==> src/hw/pie_pkg.sv <==
package pie_pkg;

  // Register byte offsets on the bus
  localparam logic [7:0] PIE_OFF_CTRL = 8'h00;
  localparam logic [7:0] PIE_OFF_EN0 = 8'h04;
  localparam logic [7:0] PIE_OFF_EN1 = 8'h08;
  localparam logic [7:0] PIE_OFF_STATUS = 8'h0C;
  localparam logic [7:0] PIE_OFF_MASK = 8'h10;

  // Control register field positions
  localparam int PIE_CTRL_GIE_BIT = 7;
  localparam int PIE_CTRL_PGATE_BIT = 6;
  localparam int PIE_CTRL_EDGE_BIT = 0;
  localparam logic [7:0] PIE_CTRL_IMPL = 8'hC1;

  // First enable register field positions
  localparam int PIE_EN0_TMR0_BIT = 5;
  localparam int PIE_EN0_PINCHG_BIT = 4;
  localparam int PIE_EN0_EXT_BIT = 0;
  localparam logic [7:0] PIE_EN0_IMPL = 8'h31;

  // Second enable register field positions, bit 7 down to bit 0
  localparam int PIE_EN1_T1GATE_BIT = 7;
  localparam int PIE_EN1_ADC_BIT = 6;
  localparam int PIE_EN1_RX_BIT = 5;
  localparam int PIE_EN1_TX_BIT = 4;
  localparam int PIE_EN1_SSP_BIT = 3;
  localparam int PIE_EN1_BCOL_BIT = 2;
  localparam int PIE_EN1_T2MATCH_BIT = 1;
  localparam int PIE_EN1_T1OVF_BIT = 0;

  // Status and mask layout: low byte mirrors the first enable register,
  // high byte mirrors the second
  localparam int PIE_STAT_GRP1_LSB = 8;
  localparam logic [15:0] PIE_STAT_IMPL = 16'hFF31;

  // Reset values
  localparam logic [7:0] PIE_CTRL_RST = 8'h00;
  localparam logic [7:0] PIE_EN0_RST = 8'h00;
  localparam logic [7:0] PIE_EN1_RST = 8'h00;
  localparam logic [15:0] PIE_STAT_RST = 16'h0000;
  localparam logic [15:0] PIE_MASK_RST = 16'hFF31;

endpackage

==> src/hw/pie_edge_if.sv <==
`timescale 1ns/1ps
// Carries the external pin and its edge choice to the detector
interface pie_edge_if;
  logic pin; // Sampled external pin level
  logic edge_select; // 1 picks rising, 0 picks falling
  logic edge_pulse; // One-cycle pulse per valid edge
  modport det (input pin, input edge_select, output edge_pulse);
  modport ctl (output pin, output edge_select, input edge_pulse);
endinterface // pie_edge_if

==> src/hw/pie_edge_det.sv <==
`timescale 1ns/1ps
module pie_edge_det
  import pie_pkg::*;
(
  input wire logic hclk,
  input wire logic hresetn,
  pie_edge_if.det edge_bus
);

  // Previous pin sample and a flag that says the sample is valid
  typedef struct packed {
    logic prev;
    logic primed;
  } pie_edge_state_t;

  pie_edge_state_t st; // Registered state
  pie_edge_state_t next_st; // Next state

  // Remember the pin; the first sample after reset only primes
  always_comb begin
    next_st = st;
    next_st.prev = edge_bus.pin;
    next_st.primed = 1'b1;
  end

  // State register
  always_ff @(posedge hclk or negedge hresetn) begin
    if (!hresetn) begin
      st <= '0;
    end else begin
      st <= next_st;
    end
  end

  // Rising edge when selected high, falling edge when selected low
  assign edge_bus.edge_pulse = st.primed & (edge_bus.edge_select ? (edge_bus.pin & ~st.prev)
                                                                 : (~edge_bus.pin & st.prev));
endmodule // pie_edge_det

==> src/hw/pie_irq_enables.sv <==
`timescale 1ns/1ps
module pie_irq_enables
  import pie_pkg::*;
(
  input wire logic hclk,
  input wire logic hresetn,
  input wire logic hsel,
  input wire logic [31:0] haddr,
  input wire logic [1:0] htrans,
  input wire logic hwrite,
  input wire logic [2:0] hsize,
  input wire logic [31:0] hwdata,
  input wire logic hready,
  output logic hreadyout,
  output logic hresp,
  output logic [31:0] hrdata,
  input wire logic timer0_overflow_evt,
  input wire logic pin_change_evt,
  input wire logic ext_irq_pin,
  input wire logic [7:0] periph_evt,
  output logic ext_irq_flag,
  output logic core_irq
);

  // Whole state of the block
  typedef struct packed {
    logic [7:0] ctrl; // Global enable, peripheral gate, edge select
    logic [7:0] en0; // First enable register
    logic [7:0] en1; // Second enable register
    logic [15:0] status; // Sticky event flags
    logic [15:0] mask; // Interrupt mask, same layout as status
    logic wr_pend; // Write data phase pending
    logic [7:0] wr_off; // Offset of the pending write
    logic [31:0] rdata; // Read data for the data phase
  } pie_state_t;

  pie_state_t st; // Registered state
  pie_state_t next_st; // Next state

  pie_edge_if edge_bus (); // Link to the edge detector

  logic addr_ok; // Address phase accepted this cycle
  logic [7:0] addr_off; // Word offset within the block
  logic [15:0] events; // Event pulses in status layout
  logic [15:0] pending; // Flags enabled and unmasked
  logic grp0_req; // Core-group request
  logic grp1_req; // Peripheral-group request

  // The pin and edge choice go to the detector
  assign edge_bus.pin = ext_irq_pin;
  assign edge_bus.edge_select = st.ctrl[PIE_CTRL_EDGE_BIT];

  // Edge detector for the external pin
  pie_edge_det u_edge (
    .hclk(hclk),
    .hresetn(hresetn),
    .edge_bus(edge_bus)
  );

  // Bus transfer decode; only NONSEQ and SEQ count
  assign addr_ok = hsel & hready & htrans[1];
  assign addr_off = {haddr[7:2], 2'b00};

  // Gather events into the status layout
  always_comb begin
    events = '0;
    events[PIE_EN0_TMR0_BIT] = timer0_overflow_evt;
    events[PIE_EN0_PINCHG_BIT] = pin_change_evt;
    events[PIE_EN0_EXT_BIT] = edge_bus.edge_pulse;
    // Peripheral events follow the second register's bit order
    events[PIE_STAT_GRP1_LSB +: 8] = periph_evt;
  end

  // Next state: writes, sticky flags and read data
  always_comb begin
    next_st = st;
    // Write data phase lands in the addressed register
    if (st.wr_pend) begin
      case (st.wr_off)
        PIE_OFF_CTRL: begin
          next_st.ctrl = hwdata[7:0] & PIE_CTRL_IMPL;
        end
        PIE_OFF_EN0: begin
          // Unused positions drop the written value
          next_st.en0 = hwdata[7:0] & PIE_EN0_IMPL;
        end
        PIE_OFF_EN1: begin
          next_st.en1 = hwdata[7:0];
        end
        PIE_OFF_MASK: begin
          next_st.mask = hwdata[15:0] & PIE_STAT_IMPL;
        end
        default: begin
          // Status is read only; unmapped writes vanish
          next_st.ctrl = st.ctrl;
        end
      endcase
    end
    // Capture a new address phase
    next_st.wr_pend = addr_ok & hwrite;
    next_st.wr_off = addr_off;
    next_st.rdata = '0;
    // Sticky flags; a read clears them but a new event wins
    next_st.status = st.status | events;
    if (addr_ok && !hwrite) begin
      // Read data comes from values that include a write in flight
      case (addr_off)
        PIE_OFF_CTRL: begin
          next_st.rdata = {24'h00_0000, next_st.ctrl};
        end
        PIE_OFF_EN0: begin
          next_st.rdata = {24'h00_0000, next_st.en0};
        end
        PIE_OFF_EN1: begin
          next_st.rdata = {24'h00_0000, next_st.en1};
        end
        PIE_OFF_STATUS: begin
          next_st.rdata = {16'h0000, st.status};
          next_st.status = events;
        end
        PIE_OFF_MASK: begin
          next_st.rdata = {16'h0000, next_st.mask};
        end
        default: begin
          // Unmapped reads answer zero
          next_st.rdata = '0;
        end
      endcase
    end
  end

  // State register; every bit clears on reset except the mask, which loads PIE_MASK_RST
  always_ff @(posedge hclk or negedge hresetn) begin
    if (!hresetn) begin
      st.ctrl <= PIE_CTRL_RST;
      st.en0 <= PIE_EN0_RST;
      st.en1 <= PIE_EN1_RST;
      st.status <= PIE_STAT_RST;
      st.mask <= PIE_MASK_RST;
      st.wr_pend <= 1'b0;
      st.wr_off <= 8'h00;
      st.rdata <= 32'h0000_0000;
    end else begin
      st <= next_st;
    end
  end

  // Flags that are both enabled and unmasked
  assign pending = st.status & st.mask & {st.en1, st.en0};

  // Core group: timer0, pin change and external pin
  assign grp0_req = pending[PIE_EN0_TMR0_BIT]
                  | pending[PIE_EN0_PINCHG_BIT]
                  | pending[PIE_EN0_EXT_BIT];

  // Peripheral group passes only through the gate
  assign grp1_req = st.ctrl[PIE_CTRL_PGATE_BIT] & (|pending[PIE_STAT_GRP1_LSB +: 8]);

  // Global enable decides whether any group request reaches core_irq; ext_irq_flag is not gated by it
  assign core_irq = st.ctrl[PIE_CTRL_GIE_BIT] & (grp0_req | grp1_req);

  // External flag shown to the core
  assign ext_irq_flag = st.status[PIE_EN0_EXT_BIT];

  // Zero-wait slave, always OKAY
  assign hreadyout = 1'b1;
  assign hresp = 1'b0;
  assign hrdata = st.rdata;
endmodule // pie_irq_enables

==> config.mk <==
export PLATFORM = sky130hd
export DESIGN_NAME = pie_irq_enables
export DESIGN_NICKNAME = d
export VERILOG_FILES = /design/src/hw/pie_pkg.sv /design/src/hw/pie_edge_if.sv /design/src/hw/pie_edge_det.sv /design/src/hw/pie_irq_enables.sv
export SDC_FILE = /design/constraint.sdc
export NUM_CORES = 1
export LEC_CHECK = 0
export BUFFER_PORTS_ARGS = -buffer_cell sky130_fd_sc_hd__buf_2
export CAP_MARGIN = 5
export CORE_MARGIN = 1.5
export CORE_UTILIZATION = 44
export CTS_CLUSTER_DIAMETER = 200
export CTS_CLUSTER_SIZE = 30
export DETAILED_ROUTE_END_ITERATION = 7
export PLACE_DENSITY = 0.75
export SYNTH_ARGS = -nofsm -noshare
export SYNTH_HDL_FRONTEND = slang
export SYNTH_SLANG_ARGS = --single-unit
==> constraint.sdc <==
create_clock -name hclk -period 1.9 [get_ports hclk]
set_input_delay 0.095 -clock hclk [delete_from_list [all_inputs] [get_ports hclk]]
set_output_delay 0.095 -clock hclk [all_outputs]
set_load 0.02 [all_outputs]
==> results.yml, run 1 <==
worst_setup_path:
  start_kind: "flop"
  cp-startpoint: "st[35]"
  r2r_end: "hrdata[0]"
  cp-end-kind: "flop"
  crit_end: "hrdata[0]"
  crit_fanout: 7
  reg2reg_setup_slack_ns: 0.01
  cp.arrival_ns: 2.10
  worstPathRequired_ns: 2.11
  r2r_cells: 7
  rr_startpoint: "st[35]"
  path_class: "flop to flop"
sta:
  period_needed_ns: 1.89
  relSlewSlack_pct: 60.9
  period_share_pct: 99.3
  hold_viol: 0
  setup_viol: 0
  worst_pin_slew_ns: 0.586
  holdWs_ns: 0.0119
  finalClockSkew_ns: 0.00993
  finalWorstSetupSlack_ns: 0.0125
  timing.fmax_ghz: 0.530
  rsz0062_at_grt: "yes"
  drv_slew: 0
yosys:
  synth_top_flop_cell: "dfrtp_1"
  synth_async_sr_flop_share_pct: 100
  ys_warn_count: 0
  synth_area_leaders: "dfrtp_1 50%, dfstp_2 8.9%, buf_4 8.1%, mux2_2 6.6%, a22oi_1 4.4%"
  synth_top_area_share_pct: 49.9
  ys_seq_area_share_pct: 58.8
  syn_area_um2: 3260
  yosysUniqueCellTypes: 35
  synth_edf_count: 0
  post-synth-top-area-cell: "dfrtp_1"
  syn_inst: 262
  synth-seq-cells: 76
  syn_avg_cell_area_um2: 12.4
detailed_routing:
  viasPerCell: 4.97
  postRouteAntennaNets: 0
  wl_per_cell_um: 16.0
  drt-pass1-iter-count: 4
  dr.first_iter.drc_count: 111
  wirelength_mm: 7.19
  route.vias.total: 2235
  drc: 0
layout:
  drive_gt1_share_pct: 41.3
  layout_common_cells: "65 x dfrtp_1, 56 x buf_2, 25 x dlygate4sd3_1"
  diodes: 0
  stdcell_area_um2: 4120
  layout_commonest_cell: "dfrtp_1"
  final_nets: 431
  area_delta_synth_final_pct: 26.3
power:
  p_per_area_nw_per_um2: 782
  p_leak_nw: 1.87
  ir_worst_vdd_uv: 475
cts:
  root_buffer: "clkbuf_8"
  cts_buffer_depth: 2
  cts_max_level: 3
  clkTransAtPathRegs_ns: 0.08
  numCtsBuffers: 9
  numClockSinks: 76
  insertion_delay_ns: 0.34
  cts_tree: "yes"
min_path:
  worstHoldPathType: "input pin to flop"
placement:
  placement.cell_area_um2: 3530
  finalWeightedCongestion: 0.811
  io_buffers: 56
  post-dp-hpwl_mm: 4.60
  pre_cts_slack_ns: -0.0333
grt:
  antenna_found_initial: 0
  grt_pass1_wl_mm: 11.0
  grt_overflow: 0
  grt.total_usage_pct: 18.8
  grt_pass1_vias: 2203
  grt_max_degree: 37
floorplan:
  dieArea_um2: 7930
  num_io_pins: 121
  dieWidth_um: 89.1
  core_area_um2: 7210
  start_util_pct: 45.2
  fp.dieH_um: 89.1
  rows: 31
run_status:
  outcome: "finished, final reports clean"
job:
  drv_cap: 0
[per-stage QoR]
stage	std cells	power (W)	TNS (ns)	util [%]
after floorplan	279	0.00180	0	-
after global placement	406	0.00187	0	49.0
after detailed placement	406	0.00187	-0.0428	49.0
after CTS	451	0.00324	0	56.9
after global routing	450	0.00334	-0.419	57.1
final	450	0.00322	0	57.1
[sequential cells by signal, summed over array words and instances, names as in the netlist]
name                  count
ext_irq_flag              1
st                       56
hrdata                   16
edge_bus.edge_select      1
u_edge.st                 2
[critical path: stages (launching register included)]
cell and delay (ns):
dfrtp_1 0.41, nor4_4 0.31, and4b_2 0.33, buf_12 0.14, buf_4 0.11, mux2_4 0.30
nand2_2 0.07, a31oi_2 0.09
[power breakdown]
| group | total (W) | switching (W) | leakage [nW] | internal [W] |
|---|---|---|---|---|
| Combinational | 0.000221 | 0.000120 | 0.850 | 0.000101 |
| Clock | 0.00133 | 0.000588 | 0.102 | 0.000740 |
| Sequential | 0.00167 | 0.0000187 | 0.920 | 0.00165 |
[how the worst min path moves through the flow]
stage                from                   end  slack (ns)  cells after the start
3_5_place_dp      hresetn             hrdata[2]        0.13                      1
3_3_place_gp      hresetn                st[70]        0.13                      1
6_report       hwdata[11]                st[52]        0.01                      2
5_1_grt        hwdata[13]                st[54]       0.006                      2
2_1_floorplan     hresetn  edge_bus.edge_select       -0.20                      0
4_1_cts        hwdata[13]                st[54]       0.002                      2
[layout make-up]
cell class                      count  area [um^2]
Timing Repair Buffer               98          696
Fill cell                         618         3100
Tap cell                           99          124
Sequential cell                    76         1920
Clock inverter                      6         88.8
Inverter                            1         3.75
Multi-Input combinational cell    160         1160
Clock buffer                       10          128
[cell families (layout without fill, tap and decap cells)]
logic type / Yosys count / count (layout) / synth area share, %
flip-flops: 76 / 76 / 58.8
AND/OR/NAND/NOR: 71 / 71 / 12.0
AO/OA/AOI/OAI: 45 / 45 / 9.71
buffers and inverters: 43 / 115 / 10.1
multiplexers: 25 / 25 / 9.21
other: 2 / 19 / 0.230
[synth_stat cells (5+ instances only)]
cell      n
and3_1    5
mux2_4    5
a22oi_1  19
nor2_1   14
a21o_1   10
a31oi_1  12
mux2_2   19
and2_1    6
dfstp_2  11
nand2_1  19
buf_4    35
and2b_2   5
nand3_1   5
dfrtp_1  65
nor2b_1   7
[per-layer routing]
layer  GRT usage (%)  vias to the layer above  part of all wire, %
met5               0                        -                    0
met4            6.99                        0                  1.6
met3            3.69                        9                  4.1
met2            30.7                       72                   48
met1            25.2                     1123                   47
li1                -                     1031                    -
[repair_timing]
item                                    4_1_cts  5_1_grt
pin swaps                                     2        9
hold endpoints to repair                     43        0
endpoints found under the setup margin        4       19
cloned                                        1        0
buffers inserted                              3        0
resized for setup                             9       10
hold buffers                                 25        0
No activity file was read; power rests on OpenSTA's default activity.
==> inputs of run 2 (changes only) <==
--- a/config.mk
+++ b/config.mk
@@ -8,11 +8,11 @@
 export BUFFER_PORTS_ARGS = -buffer_cell sky130_fd_sc_hd__buf_2
 export CAP_MARGIN = 5
 export CORE_MARGIN = 1.5
-export CORE_UTILIZATION = 44
+export CORE_UTILIZATION = 40
 export CTS_CLUSTER_DIAMETER = 200
 export CTS_CLUSTER_SIZE = 30
 export DETAILED_ROUTE_END_ITERATION = 7
-export PLACE_DENSITY = 0.75
+export PLACE_DENSITY = 0.67
 export SYNTH_ARGS = -nofsm -noshare
 export SYNTH_HDL_FRONTEND = slang
 export SYNTH_SLANG_ARGS = --single-unit
==> constraint.sdc (replaced) <==
create_clock -name hclk -period 2.1 [get_ports hclk]
set_input_delay 0.105 -clock hclk [delete_from_list [all_inputs] [get_ports hclk]]
set_output_delay 0.105 -clock hclk [all_outputs]
set_load 0.02 [all_outputs]
==> results.yml, run 2 (synthesis results as in run 1) <==
run_status:
  outcome: "finished, final reports clean"
layout:
  final_nets: 418
  diodes: 0
  final_util_pct: 50.9
  stdcell_area_um2: 3970
  layout_common_cells: "65 x dfrtp_1, 55 x buf_2, 21 x dlygate4sd3_1"
  drive_gt1_share_pct: 36.4
  area_delta_synth_final_pct: 21.8
  regMostFlops: "st"
  layout_commonest_cell: "dfrtp_1"
  largest_register_ff_count: 56
worst_setup_path:
  cp_top_family: "simple AND/OR/NAND/NOR gates"
  cp-end-kind: "flop"
  crit_fanout: 17
  start_kind: "flop"
  slowest_stage: "dfrtp_1"
  cp_cell_sequence: "nor4_2 > and4b_1 > buf_12 > mux2_2 > a22oi_1 > a31oi_1"
  path_buf_inv: 1
  rr_startpoint: "st[35]"
  path_class: "flop to flop"
  cpPeakStageDelay_ns: 0.40
  worstPathRequired_ns: 2.33
  cp.arrival_ns: 2.15
  cp-startpoint: "st[35]"
grt:
  grt_pass1_wl_mm: 11.0
  grt.total_usage_pct: 16.9
  grt_pass1_vias: 2147
  antenna_found_initial: 0
  grt_max_degree: 77
  grt_overflow: 0
placement:
  finalWeightedCongestion: 0.755
  pre_cts_slack_ns: 0.141
  placement.cell_area_um2: 3490
  post-dp-hpwl_mm: 4.46
  io_buffers: 56
sta:
  setup_tns_ns: 0
  timing.fmax_ghz: 0.519
  drv_slew: 0
  finalClockSkew_ns: 0.00873
  setup_viol: 0
  finalWorstSetupSlack_ns: 0.175
  rsz0062_at_grt: "no"
  hold_viol: 0
  period_needed_ns: 1.93
  period_share_pct: 91.7
floorplan:
  num_io_pins: 121
  start_util_pct: 41.7
  dieWidth_um: 93.3
  fp.dieH_um: 93.3
  dieArea_um2: 8700
  core_area_um2: 7810
  rows: 32
power:
  p_sw_w: 0.000635
  intPower_w: 0.00252
  pwr-share-comb_pct: 5.8
  p_per_area_nw_per_um2: 794
  swShare_pct: 20.1
  ir_worst_vdd_uv: 302
  p_leak_nw: 1.83
  power_frac_seq_pct: 47.9
  clockPowerShare_pct: 46.3
job:
  drv_cap: 0
cts:
  clkTransAtPathRegs_ns: 0.08
  insertion_delay_ns: 0.34
  numCtsBuffers: 9
  cts_max_level: 3
  root_buffer: "clkbuf_8"
  cts_buffer_depth: 2
  cts_tree: "yes"
  numClockSinks: 76
min_path:
  worstHoldPathType: "input pin to flop"
  min_from: "hwdata[13]"
detailed_routing:
  wl_per_cell_um: 15.5
  dr.first_iter.drc_count: 138
  wirelength_mm: 6.80
  postRouteAntennaNets: 0
  route.vias.total: 2114
  drt-pass1-iter-count: 5
  viasPerCell: 4.80
  drc: 0
==> run 2: changes by cell type in the layout (fill, tap and decap cells not counted), sizes merged <==
cell	delta
clkbuf	+2
clkinvlp	-2
buf	-9
dlygate4sd3	-4
bufinv	+2
clkinv	-2
==> run 2: worst paths after layout <==
| check | slack [ns] | endpoint | depth (start not counted) |
|---|---|---|---|
| min in group asynchronous | 0.31 | hrdata[2] | 3 |
| max reg2reg | 0.17 | hrdata[5] | 6 |
| min | 0.01 | st[54] | 2 |
| min reg2reg | 0.47 | ext_irq_flag | 1 |
| max in group asynchronous | 1.43 | st[45] | 3 |
| max | 0.17 | hrdata[5] | 6 |
==> run 2: final cells by class <==
class                      count  area (um^2)
sequential                    76         1920
fill                         692         3840
clock buffer                  12          145
inverter                       1         3.75
timing repair buffer          85          578
clock inverter                 4          120
tap                          102          128
multi-input combinational    160         1080
==> run 2: power groups by stage <==
stage	combinational, W	clock [W]	sequential [W]
2_1_floorplan	0.0000944	0	0.00153
6_report	0.000184	0.00146	0.00151
4_1_cts	0.000186	0.00149	0.00151
3_5_place_dp	0.000156	0	0.00154
3_3_place_gp	0.000153	0	0.00154
5_1_grt	0.000206	0.00154	0.00151
==> run 2: timing repair <==
action / 4_1_cts / 5_1_grt
setup buffers: 0 / 0
endpoints found under the setup margin: 0 / 2
hold buffers: 21 / 0
gates resized for setup: 0 / 1
endpoints found under the hold margin: 85 / 0
==> run 2: stage by stage <==
stage | hold slack (ns) | power (W) | instances
after CTS | 0.000284 | 0.00318 | 440
after detailed placement | 0.159 | 0.00169 | 403
after global placement | 0.153 | 0.00169 | 403
after floorplan | -0.191 | 0.00163 | 279
after global routing | 0.00468 | 0.00326 | 440
final | 0.0115 | 0.00315 | 440
==> run 2: per-layer routing <==
layer | track usage (%) | up-vias | share of wire, %
met5 | 0 | - | 0
met4 | 6.69 | 0 | 1.3
met3 | 3.98 | 8 | 5.2
met2 | 25.9 | 66 | 46
met1 | 23.1 | 1032 | 47
li1 | - | 1008 | -
==> inputs of run 3 (changes only) <==
--- a/config.mk
+++ b/config.mk
@@ -8,11 +8,11 @@
 export BUFFER_PORTS_ARGS = -buffer_cell sky130_fd_sc_hd__buf_2
 export CAP_MARGIN = 5
 export CORE_MARGIN = 1.5
-export CORE_UTILIZATION = 40
+export CORE_UTILIZATION = 49
 export CTS_CLUSTER_DIAMETER = 200
 export CTS_CLUSTER_SIZE = 30
 export DETAILED_ROUTE_END_ITERATION = 7
-export PLACE_DENSITY = 0.67
+export PLACE_DENSITY = 0.8
 export SYNTH_ARGS = -nofsm -noshare
 export SYNTH_HDL_FRONTEND = slang
 export SYNTH_SLANG_ARGS = --single-unit
==> results.yml, run 3 (synthesis results as in run 1) <==
placement:
  post-dp-hpwl_mm: 4.43
  finalWeightedCongestion: 0.835
  placement.cell_area_um2: 3460
  pre_cts_slack_ns: 0.146
  io_buffers: 56
worst_setup_path:
  cpPeakStageDelay_ns: 0.40
  rr_startpoint: "st[35]"
  cp.arrival_ns: 2.17
  cp_top_family: "simple AND/OR/NAND/NOR gates"
  cp-end-kind: "flop"
  path_buf_inv: 1
  crit_fanout: 17
  cp_cell_sequence: "nor4_2 > and4b_1 > buf_12 > mux2_4 > a22oi_1 > nor2_1"
  path_class: "flop to flop"
  slowest_stage: "dfrtp_1"
  worstPathRequired_ns: 2.30
  r2r_end: "hrdata[12]"
  start_kind: "flop"
  r2r_cells: 6
  reg2reg_setup_slack_ns: 0.13
cts:
  cts_max_level: 3
  cts_tree: "yes"
  numCtsBuffers: 9
  cts_buffer_depth: 2
  numClockSinks: 76
  post_cts_buffers: 0
  insertion_delay_ns: 0.35
  root_buffer: "clkbuf_8"
  clkTransAtPathRegs_ns: 0.08
grt:
  grt_max_degree: 77
  antenna_found_initial: 0
  grt_pass1_wl_mm: 11.6
  grt_pass1_vias: 2322
  grt_overflow: 0
  grt.total_usage_pct: 21.2
floorplan:
  dieArea_um2: 7150
  num_io_pins: 121
  start_util_pct: 51.0
  rows: 29
  core_area_um2: 6390
  fp.dieH_um: 84.6
  dieWidth_um: 84.6
detailed_routing:
  drc: 0
  postRouteAntennaNets: 0
  viasPerCell: 5.32
  wirelength_mm: 7.15
  drt-pass1-iter-count: 5
  wl_per_cell_um: 17.0
  dr.first_iter.drc_count: 168
  route.vias.total: 2240
sta:
  finalClockSkew_ns: 0.0122
  holdWs_ns: 0.0178
  hold_viol: 0
  timing.fmax_ghz: 0.507
  rsz0062_at_grt: "no"
  finalWorstSetupSlack_ns: 0.129
  period_share_pct: 93.8
  worst_pin_slew_ns: 0.674
  drv_slew: 0
  setup_viol: 0
  relSlewSlack_pct: 54.7
  setup_tns_ns: 0
  period_needed_ns: 1.97
min_path:
  whs_path_depth: 2
  min_to: "st[76]"
  worstHoldPathType: "input pin to flop"
  min_from: "hwdata[3]"
layout:
  diodes: 0
  drive_gt1_share_pct: 35.8
  final_nets: 424
  layout_commonest_cell: "dfrtp_1"
  largest_register_ff_count: 56
  layout_common_cells: "65 x dfrtp_1, 56 x buf_2, 27 x dlygate4sd3_1"
  stdcell_area_um2: 4010
  regMostFlops: "st"
  area_delta_synth_final_pct: 23.0
job:
  drv_cap: 0
run_status:
  outcome: "finished, final reports clean"
power:
  p_leak_nw: 1.85
  ir_worst_vdd_uv: 695
  p_per_area_nw_per_um2: 789
[run 3: changes by cell type in the layout (fill, tap and decap cells not counted), sizes merged]
| cell | change |
|---|---|
| dlygate4sd3 | +6 |
[run 3: final cells by class]
class                           instances  area [um^2]
Fill cell                             499         2380
Multi-Input combinational cell        160         1090
Clock inverter                          4          120
Inverter                                1         3.75
Tap cell                               77         96.3
Clock buffer                           12          145
Sequential cell                        76         1920
Timing Repair Buffer                   91          636
[run 3: worst max-delay path by stage]
stage / startpoint / to / slack (ns) / cells after the start
floorplan: st[35] / hrdata[11] / 0.33 / 7
global placement: st[35] / hrdata[5] / 0.19 / 6
detailed placement: st[35] / hrdata[5] / 0.15 / 6
CTS: st[35] / hrdata[5] / 0.13 / 6
global route: st[35] / hrdata[5] / 0.006 / 6
finish: st[35] / hrdata[12] / 0.13 / 6
[run 3: metal layers]
layer	track usage, %	wire [um]	vias up
met4	4.99	34	0
met1	28.1	3030	1122
met2	34.6	3590	97
li1	-	-	1016
met5	0	0	-
met3	6.69	496	5
[run 3: repair_timing]
item / CTS / global route
setup endpoints to repair: 0 / 2
hold endpoints to repair: 89 / 1
hold buffers: 26 / 1
gates resized for setup: 0 / 2
[run 3: report_power, final]
group | internal [W] | switching (W) | total, W
registers | 0.00149 | 0.0000164 | 0.00151
clock network | 0.000944 | 0.000515 | 0.00146
logic | 0.0000878 | 0.000107 | 0.000195
total | 0.00253 | 0.000638 | 0.00316
[run 3: worst reg2reg max path: stages, from the launching register on]
cell,delay [ns]
dfrtp_1,0.40
nor4_2,0.35
and4b_1,0.30
buf_12,0.18
mux2_4,0.33
a22oi_1,0.20
nor2_1,0.09
[run 3: per-stage QoR]
step                instances  utilization (%)  total power [W]
floorplan                 279                -          0.00163
global route              421             62.8          0.00327
finish                    421             62.8          0.00316
CTS                       420             62.4          0.00318
detailed placement        378             54.2          0.00169
global placement          378             54.2          0.00169
